$ cat config.mk
export PLATFORM = sky130hd
export DESIGN_NAME = ssp_sleep_controls
export DESIGN_NICKNAME = d
export VERILOG_FILES = /design/src/rtl/ssp_pkg.sv /design/src/rtl/ssp_sleep_controls.sv /design/src/rtl/ssp_sync.sv
export SDC_FILE = /design/constraint.sdc
export NUM_CORES = 1
export LEC_CHECK = 0
export BUFFER_PORTS_ARGS = -buffer_cell sky130_fd_sc_hd__buf_2
export CORE_MARGIN = 4
export CORE_UTILIZATION = 40
export DETAILED_ROUTE_END_ITERATION = 8
export HOLD_SLACK_MARGIN = 0.02
export PLACE_DENSITY = 0.61
export SLEW_MARGIN = 20
export SYNTH_ARGS = -nofsm -noshare
export SYNTH_HDL_FRONTEND = slang
export SYNTH_SLANG_ARGS = --single-unit
$ cat constraint.sdc
create_clock -name clk -period 1.86 [get_ports clk]
set_clock_uncertainty 0.05 [all_clocks]
set_input_delay 0.372 -clock clk [delete_from_list [all_inputs] [get_ports clk]]
set_output_delay 0.372 -clock clk [all_outputs]
set_load 0.02 [all_outputs]
$ cat src/rtl/ssp_pkg.sv
// Shared constants and types for the sleep-state power controls
package ssp_pkg;
	// Encoding of the current system sleep state
	typedef enum logic [2:0] {
		SSP_S0 = 3'h0,
		SSP_S3 = 3'h3,
		SSP_S4 = 3'h4,
		SSP_S5 = 3'h5
	} ssp_sleep_t;
	localparam int SSP_STATE_W = 3;
	// Processor idle state that allows light load
	localparam logic [3:0] SSP_CPU_C10 = 4'ha;
	localparam int SSP_CSTATE_W = 4;
	// Reset levels of the pins (all deasserted, indication high)
	localparam logic SSP_PIN_RESET = 1'h1;
	// Index of each bit in the decoded output vector
	localparam int SSP_BIT_LAN = 0;
	localparam int SSP_BIT_WLAN = 1;
	localparam int SSP_BIT_IDLE = 2;
	localparam int SSP_BIT_S3 = 3;
	localparam int SSP_BIT_S4 = 4;
	localparam int SSP_BIT_S5 = 5;
	localparam int SSP_BIT_DS = 6;
	localparam int SSP_NOUT = 7;
	// Deep-sleep phase of the indication pin
	typedef enum logic [1:0] {
		SSP_DS_AWAKE = 2'h1,
		SSP_DS_ASLEEP = 2'h2
	} ssp_ds_t;
endpackage

$ cat src/rtl/ssp_sleep_controls.sv
// Sleep-state power control pin stage
//
// Contract
// (RQ1) The LAN power gate stays deasserted in S0 and whenever the always-on-domain sleep is deasserted.
// (RQ2) The LAN power gate asserts only when the LAN connect device may lose power.
// (RQ3) The wireless power gate asserts to allow removal of wireless LAN power.
// (RQ4) The wireless power gate is always deasserted in S0.
// (RQ5) Software should set the always-on sleep minimum width to its least value when the wireless gate is unused.
// (RQ6) The idle light-load output asserts when the device is idle and the processor is in C10.
// (RQ7) The S3 plane control asserts in every deep sleep state, S3, S4 and S5.
// (RQ8) The S4 plane control asserts in S4 and S5.
// (RQ9) The S5 plane control asserts only in S5.
// (RQ10) The deep-sleep indication is low while in deep sleep.
// (RQ11) The deep-sleep indication goes high on leaving deep sleep.
// (RQ12) The board uses the deep-sleep indication to switch the primary 1.8 V rail and never leaves it open.
// (RQ13) Every output is a registered decode that changes only when its inputs change.
`timescale 1ns/1ns
`default_nettype none
module ssp_sleep_controls (
	input wire logic clk,
	input wire logic rstn,
	input wire logic [2:0] sleep_state,
	input wire logic always_on_domain_sleep_n,
	input wire logic lan_may_power_off,
	input wire logic wireless_may_power_off,
	input wire logic device_idle,
	input wire logic [3:0] cpu_cstate,
	input wire logic deep_sleep_state,
	output logic lan_power_gate_n,
	output logic wireless_power_gate_n,
	output logic idle_light_load_n,
	output logic standby_plane_off_n,
	output logic hibernate_plane_off_n,
	output logic softoff_plane_off_n,
	output logic deep_sleep_indication_n
);
	localparam int IN_W = ssp_pkg::SSP_STATE_W + ssp_pkg::SSP_CSTATE_W + 5;

	logic [IN_W-1:0] raw_in;
	logic [IN_W-1:0] sync_in;
	logic [2:0] st;
	logic aon_n;
	logic lan_ok;
	logic wl_ok;
	logic idle;
	logic [3:0] cst;
	logic ds;
	logic [ssp_pkg::SSP_NOUT-1:0] next_pins;
	ssp_pkg::ssp_ds_t ds_phase;
	ssp_pkg::ssp_ds_t next_ds_phase;

	// Inputs come from the state sequencer in another power well
	assign raw_in = {sleep_state, always_on_domain_sleep_n, lan_may_power_off, wireless_may_power_off,
		device_idle, cpu_cstate, deep_sleep_state};

	ssp_sync #(
		.WIDTH(IN_W)
	) u_sync (
		.clk(clk),
		.rstn(rstn),
		.d(raw_in),
		.q(sync_in)
	);

	assign st = sync_in[IN_W-1 -: 3];
	assign aon_n = sync_in[IN_W-4];
	assign lan_ok = sync_in[IN_W-5];
	assign wl_ok = sync_in[IN_W-6];
	assign idle = sync_in[IN_W-7];
	assign cst = sync_in[IN_W-8 -: 4];
	assign ds = sync_in[0];

	function automatic logic in_state(input logic [2:0] s, input ssp_pkg::ssp_sleep_t want);
		in_state = (s == want);
	endfunction

	// Deep-sleep phase tracking
	always_comb begin
		next_ds_phase = ds_phase;
		case (ds_phase)
			ssp_pkg::SSP_DS_AWAKE: begin
				if (ds) begin
					next_ds_phase = ssp_pkg::SSP_DS_ASLEEP; // RQ10
				end
			end
			ssp_pkg::SSP_DS_ASLEEP: begin
				if (!ds) begin
					next_ds_phase = ssp_pkg::SSP_DS_AWAKE; // RQ11
				end
			end
			default: begin
				next_ds_phase = ssp_pkg::SSP_DS_AWAKE;
			end
		endcase
	end

	always_ff @(posedge clk or negedge rstn) begin
		if (!rstn) begin
			ds_phase <= ssp_pkg::SSP_DS_AWAKE;
		end else begin
			ds_phase <= next_ds_phase;
		end
	end

	// Active-low pin decode; a 0 bit asserts the pin
	always_comb begin
		next_pins = '1;
		// Gate off only outside S0 with always-on sleep asserted
		next_pins[ssp_pkg::SSP_BIT_LAN] = !(lan_ok && aon_n == 1'h0
			&& !in_state(st, ssp_pkg::SSP_S0)); // RQ1 RQ2
		next_pins[ssp_pkg::SSP_BIT_WLAN] = !(wl_ok && !in_state(st, ssp_pkg::SSP_S0)); // RQ3 RQ4
		next_pins[ssp_pkg::SSP_BIT_IDLE] = !(idle && cst == ssp_pkg::SSP_CPU_C10); // RQ6
		next_pins[ssp_pkg::SSP_BIT_S3] = !(in_state(st, ssp_pkg::SSP_S3) || in_state(st, ssp_pkg::SSP_S4)
			|| in_state(st, ssp_pkg::SSP_S5)); // RQ7
		next_pins[ssp_pkg::SSP_BIT_S4] = !(in_state(st, ssp_pkg::SSP_S4)
			|| in_state(st, ssp_pkg::SSP_S5)); // RQ8
		next_pins[ssp_pkg::SSP_BIT_S5] = !in_state(st, ssp_pkg::SSP_S5); // RQ9
		next_pins[ssp_pkg::SSP_BIT_DS] = (next_ds_phase != ssp_pkg::SSP_DS_ASLEEP); // RQ10 RQ11
	end

	// Registered pins, glitch free, one register each
	always_ff @(posedge clk or negedge rstn) begin
		if (!rstn) begin
			lan_power_gate_n <= ssp_pkg::SSP_PIN_RESET;
		end else begin
			lan_power_gate_n <= next_pins[ssp_pkg::SSP_BIT_LAN]; // RQ13
		end
	end

	always_ff @(posedge clk or negedge rstn) begin
		if (!rstn) begin
			wireless_power_gate_n <= ssp_pkg::SSP_PIN_RESET;
		end else begin
			wireless_power_gate_n <= next_pins[ssp_pkg::SSP_BIT_WLAN]; // RQ13
		end
	end

	always_ff @(posedge clk or negedge rstn) begin
		if (!rstn) begin
			idle_light_load_n <= ssp_pkg::SSP_PIN_RESET;
		end else begin
			idle_light_load_n <= next_pins[ssp_pkg::SSP_BIT_IDLE]; // RQ13
		end
	end

	always_ff @(posedge clk or negedge rstn) begin
		if (!rstn) begin
			standby_plane_off_n <= ssp_pkg::SSP_PIN_RESET;
		end else begin
			standby_plane_off_n <= next_pins[ssp_pkg::SSP_BIT_S3]; // RQ13
		end
	end

	always_ff @(posedge clk or negedge rstn) begin
		if (!rstn) begin
			hibernate_plane_off_n <= ssp_pkg::SSP_PIN_RESET;
		end else begin
			hibernate_plane_off_n <= next_pins[ssp_pkg::SSP_BIT_S4]; // RQ13
		end
	end

	always_ff @(posedge clk or negedge rstn) begin
		if (!rstn) begin
			softoff_plane_off_n <= ssp_pkg::SSP_PIN_RESET;
		end else begin
			softoff_plane_off_n <= next_pins[ssp_pkg::SSP_BIT_S5]; // RQ13
		end
	end

	always_ff @(posedge clk or negedge rstn) begin
		if (!rstn) begin
			deep_sleep_indication_n <= ssp_pkg::SSP_PIN_RESET;
		end else begin
			deep_sleep_indication_n <= next_pins[ssp_pkg::SSP_BIT_DS]; // RQ13
		end
	end
endmodule
`default_nettype wire

$ cat src/rtl/ssp_sync.sv
// Two-flip-flop synchroniser for level inputs
`timescale 1ns/1ns
`default_nettype none
module ssp_sync #(
	parameter int WIDTH = 1
) (
	input wire logic clk,
	input wire logic rstn,
	input wire logic [WIDTH-1:0] d,
	output logic [WIDTH-1:0] q
);
	logic [WIDTH-1:0] meta;

	always_ff @(posedge clk or negedge rstn) begin
		if (!rstn) begin
			meta <= '0;
			q <= '0;
		end else begin
			meta <= d;
			q <= meta;
		end
	end
endmodule
`default_nettype wire

Word-level counts from Yosys, hierarchy flattened
Index checks and enable logic that the tools add are counted.
W data, S select, Z words.
{"block": "word_totals", "romBits": 0, "input_bits": 14, "mem_bits_rw": 0, "mem_count": 0, "latch_bits": 0, "reg_bits": 33}
{"block": "classes", "div": 0, "n_addsub": 0, "n_mul": 0, "magnitude_cmp": 0, "n_bitwise": 1, "mux": 3, "n_eq_ne": 7, "reduce_logical": 15, "shifts": 0}
{"operator": "$logic_not A1 Y1", "n": 7}
{"operator": "$eq A3 B3 Y1 const B", "n": 2}
{"operator": "$eq A4 B4 Y1 const B", "n": 1}
{"operator": "$logic_and A1 B1 Y1", "n": 4}
{"operator": "$mux W2", "n": 2}
{"operator": "$pmux W2 S2", "n": 1}
{"operator": "$eq A3 B2 Y1 const B", "n": 1}
{"operator": "$logic_not A3 Y1", "n": 1}
{"operator": "$logic_or A1 B1 Y1", "n": 3}
{"operator": "$eq A2 B1 Y1 const B", "n": 1}
{"operator": "$eq A2 B2 Y1 const B", "n": 1}
{"operator": "$ne A2 B2 Y1 const B", "n": 1}
{"operator": "$not A1 Y1", "n": 1}

Depth between registers and ports, before layout
{"block": "logic_depth", "ltp_word": 4, "ltp_mapped": 5, "depth_no_buf": 5}

By module
From an unflattened synthesis, not the netlist that was laid out.
{"block": "unflattened", "hier_cells": 58, "area_unflattened_um2": 1013.5}
{"mod": "ssp_sync", "cells_each": 24, "area_per_inst_um2": 600.6, "n_inst": 1}
{"mod": "ssp_sleep_controls", "cells_each": 34, "area_per_inst_um2": 412.9, "n_inst": 1}

Worst setup path before layout
OpenSTA, ideal clock, no wires.
{"block": "synth_timing", "path_kind": "flip-flop to flip-flop", "from": "register ds_phase[0]", "to": "register ds_phase[1]", "synth_period_minus_slack_ns": 1.288, "setup_ns": 0.126, "arrival_ns": 1.113, "path_buffers": 0, "required_time_ns": 1.684, "stages_incl_launch_ff": 6, "path_slack_ns": 0.572, "path_cell_list": "dfstp_2 -> inv_1 -> ha_1 -> and2_1 -> o21ai_0 -> a21oi_1"}
{"block": "synth_via", "elab_chain_cells": 2, "word_cells_on_any_way": 3}
{"item": "start, declared", "line": "ssp_sleep_controls.sv:49", "rtl": "ssp_pkg::ssp_ds_t ds_phase;"}
{"item": "start signal, assigned", "line": "ssp_sleep_controls.sv:99", "rtl": "ds_phase <= ssp_pkg::SSP_DS_AWAKE;"}
{"item": "start signal, assigned", "line": "ssp_sleep_controls.sv:101", "rtl": "ds_phase <= next_ds_phase;"}
{"item": "$eq A2 B2 Y1 or $eq A2 B1 Y1 (tied branches)", "line": "ssp_sleep_controls.sv:80", "rtl": "case (ds_phase)"}
{"item": "$pmux W2 S2 (*)", "line": "ssp_sleep_controls.sv:80"}
{"item": "net next_ds_phase[1]", "line": "ssp_sleep_controls.sv:50", "rtl": "ssp_pkg::ssp_ds_t next_ds_phase;"}
The timed path passes the listed nets; every way through them passes the cells marked *.

Worst setup path after layout
{"block": "layout_timing", "from": "register idle_light_load_n", "to": "output port idle_light_load_n"}
{"item": "start, declared", "line": "ssp_sleep_controls.sv:31", "rtl": "output logic idle_light_load_n,"}
{"item": "start signal, assigned", "line": "ssp_sleep_controls.sv:140", "rtl": "idle_light_load_n <= ssp_pkg::SSP_PIN_RESET;"}
{"item": "start signal, assigned", "line": "ssp_sleep_controls.sv:142", "rtl": "idle_light_load_n <= next_pins[ssp_pkg::SSP_BIT_IDLE];"}
No word-level cell between the ends.

==> summary.txt <==
Route
  – Vias per inst: 4.44
  – Starting DRT DRC Count: 2
  – DRC violations left: 0
  – DR WL/cell: around 12 um
  – Post-DRT Antenna Nets: 0
  – Via count: 515
  – DRT Pass-1 Iters: 4
  – DRT Wirelength: 1340 um

Yosys
  – Sequential-to-total area share from yosys stat: 83.7%
  – Post-synth top cells: dfrtp_1, dfstp_2, nand2_1, nor2b_1, inv_1
  – Number of flops mapped to enable cells by yosys: 0
  – Synth warn: 0
  – Mapped Area: 998 um^2
  – Async set-reset flop share out of synthesis: 100%
  – Synthesized flop and latch total: 33
  – Syn nets: 76
  – Most used standard cell by instance count after synthesis: dfrtp_1
  – Top cells by area, synth: dfrtp_1, dfstp_2, ha_1
  – Syn avg cell area: 16.6 um^2
  – Yosys top cell area share: roughly 63%
  – Cell count after synthesis: 60
  – Yosys top cell by area: dfrtp_1
  – Synth Flop Type: dfrtp_1
  – Post-synthesis cell type count: 18

STA
  – Pin slew with the least headroom to its limit: 0.677 ns
  – Min cycle time layout: 1.42 ns
  – Achievable Freq: 702 MHz
  – Final Max Tran Viols: 0
  – Final setup vio count: 0
  – RSZ-0062 raised after global routing: no
  – Final Hold Viols: 0
  – Period utilisation layout: between 70% and 80%
  – Worst Hold Slack: about 0.027 ns
  – Slew HR: roughly 55%
  – Sum Neg Setup Slack: 0 ns
  – Final worst setup slack: 0.436 ns

Placed design
  – Routability cong.: 0.614
  – Post-place instance area: 0.00113 mm^2
  – HPWL Detailed: 918 um
  – # port buffers: 20
  – Placed Cells: ~110
  – Place WS: 0.503 ns

Worst setup path
  – Arrival @ worst endpoint: 1.00 ns
  – Slowest CP cell: dfstp_2
  – CP bufs+invs: 1
  – CP Max Fanout: 1
  – Worst path cell trace: buf_2
  – CP endpoint kind: output pin
  – Slowest stage delay, CP: 0.53 ns
  – Largest delay contributor family on the critical path: flip-flops
  – Crit start category: flop
  – CP Launch Point: idle_light_load_n$_DFF_PN1_
  – Critical Path RT: 1.44 ns
  – Reg2reg start: ds_phase[0]$_DFF_PN1_
  – Setup CP Type: flop to output pin

Outcome
  – Outcome: finished clean

Power and ir drop
  – Static Leak: 0.553 nW
  – Overall power consumption: 1.38 mW
  – Maximum VDD drop: 0.651 mV
  – PD cells: 1170 mW/mm^2

GRT
  – Total GRT Usage: under 10%
  – Initial antenna violation count: 0
  – Vias in the first global route: 523
  – GR Overflow Total: 0
  – Largest net degree at the start of global routing: 34
  – First-pass GRT wire length: 2160 um

Final layout
  – Layout cells sized above 1: 39.8%
  – Fillers: 206
  – Final std cells w/o fill: ~120
  – Post-layout util: 51.6%
  – Post-route cell area: 0.00118 mm^2
  – Antenna diodes: 0
  – Number of nets in the layout: 103
  – Area Overhead vs Synth: 18.7%

Die
  – Core Area: ~0.0023 mm^2
  – Row cnt: 17
  – Horiz. Die Dim: 58.0 um
  – Die height: 58.0 um
  – Die ar.: 0.00336 mm^2
  – Initial Util: 43.5%
  – IO Pins: 21

Clock tree
  – Worst-skew pair later-pin latency: 0.32 ns
  – CTS max path bufs: 2
  – Resized cells post-CTS: 0
  – CTS root buf: clkbuf_4
  – Htree depth: 2
  – TritonCTS buffer count: 5
  – Clock Sinks: 33
  – Post-CTS Setup Bufs: 0
  – Clock Pin Slew Worst Setup and Hold Paths: 0.10 ns
  – Hold Buf Count CTS: 0
  – TritonCTS clock tree: done

Flow run
  – Max-Cap Viols: 0

Min path
  – Worst min path class: input pin to asynchronous set/reset pin
[report_power, final]
group / internal, mW / switching, mW
Clock: 0.144 / 0.220
Combinational: 0.0924 / 0.104
Sequential: 0.793 / 0.0323
[cell type report]
cell class                      instances  area (um^2)  area share (%)
Timing Repair Buffer                   20          100            8.45
Clock buffer                            6         41.3            3.48
Tap cell                               28         35.0            2.96
Clock inverter                          2         10.0           0.845
Inverter                                3         11.3           0.950
Sequential cell                        33          836            70.5
Multi-Input combinational cell         24          151            12.8
[layout by cell type (no fill, tap or decap), drive strengths merged, types with 2 or more instances in the layout]
master,instances
dfrtp,25
buf,20
dfstp,8
clkbuf,6
nand2,4
nor2b,4
inv,3
o21ai,2
nor2,2
ha,2
clkinv,2
[state kept, by name, summed over array words and instances, names as in the netlist]
signal / count
u_sync.meta: 12
u_sync.q: 12
ds_phase: 2
deep_sleep_indication_n: 1
hibernate_plane_off_n: 1
idle_light_load_n: 1
lan_power_gate_n: 1
softoff_plane_off_n: 1
standby_plane_off_n: 1
wireless_power_gate_n: 1
[cell families (layout without fill, tap and decap cells)]
| logic type | count (synthesis) | in the layout | share of synthesized area (%) |
|---|---|---|---|
| compound gates | 6 | 6 | 4.01 |
| flops | 33 | 33 | 83.7 |
| fa+ha+maj | 2 | 2 | 2.51 |
| buf+inv | 3 | 31 | 1.13 |
| simple gates | 16 | 16 | 8.65 |
[path summary, 6_finish.rpt]
path | slack (ns) | endpoint | depth (start not counted)
setup / recovery | 0.44 | idle_light_load_n | 1
hold / removal | 0.03 | u_sync.meta[4]$_DFF_PN0_ | 1
setup reg to reg | 0.50 | ds_phase[1]$_DFF_PN0_ | 5
hold reg to reg | 0.30 | u_sync.q[7]$_DFF_PN0_ | 0
max in group asynchronous | 1.29 | u_sync.q[10]$_DFF_PN0_ | 1
min in group clk | 0.10 | u_sync.meta[5]$_DFF_PN0_ | 1
[metal layers]
layer	part of all wire, %	track usage [%]	vias to the layer above
li1	-	-	245
met1	40	9.08	249
met2	50	14.8	19
met3	8.8	6.01	2
met4	0.97	5.96	0
met5	0	0	-
Power figures use the tool's default switching activity.
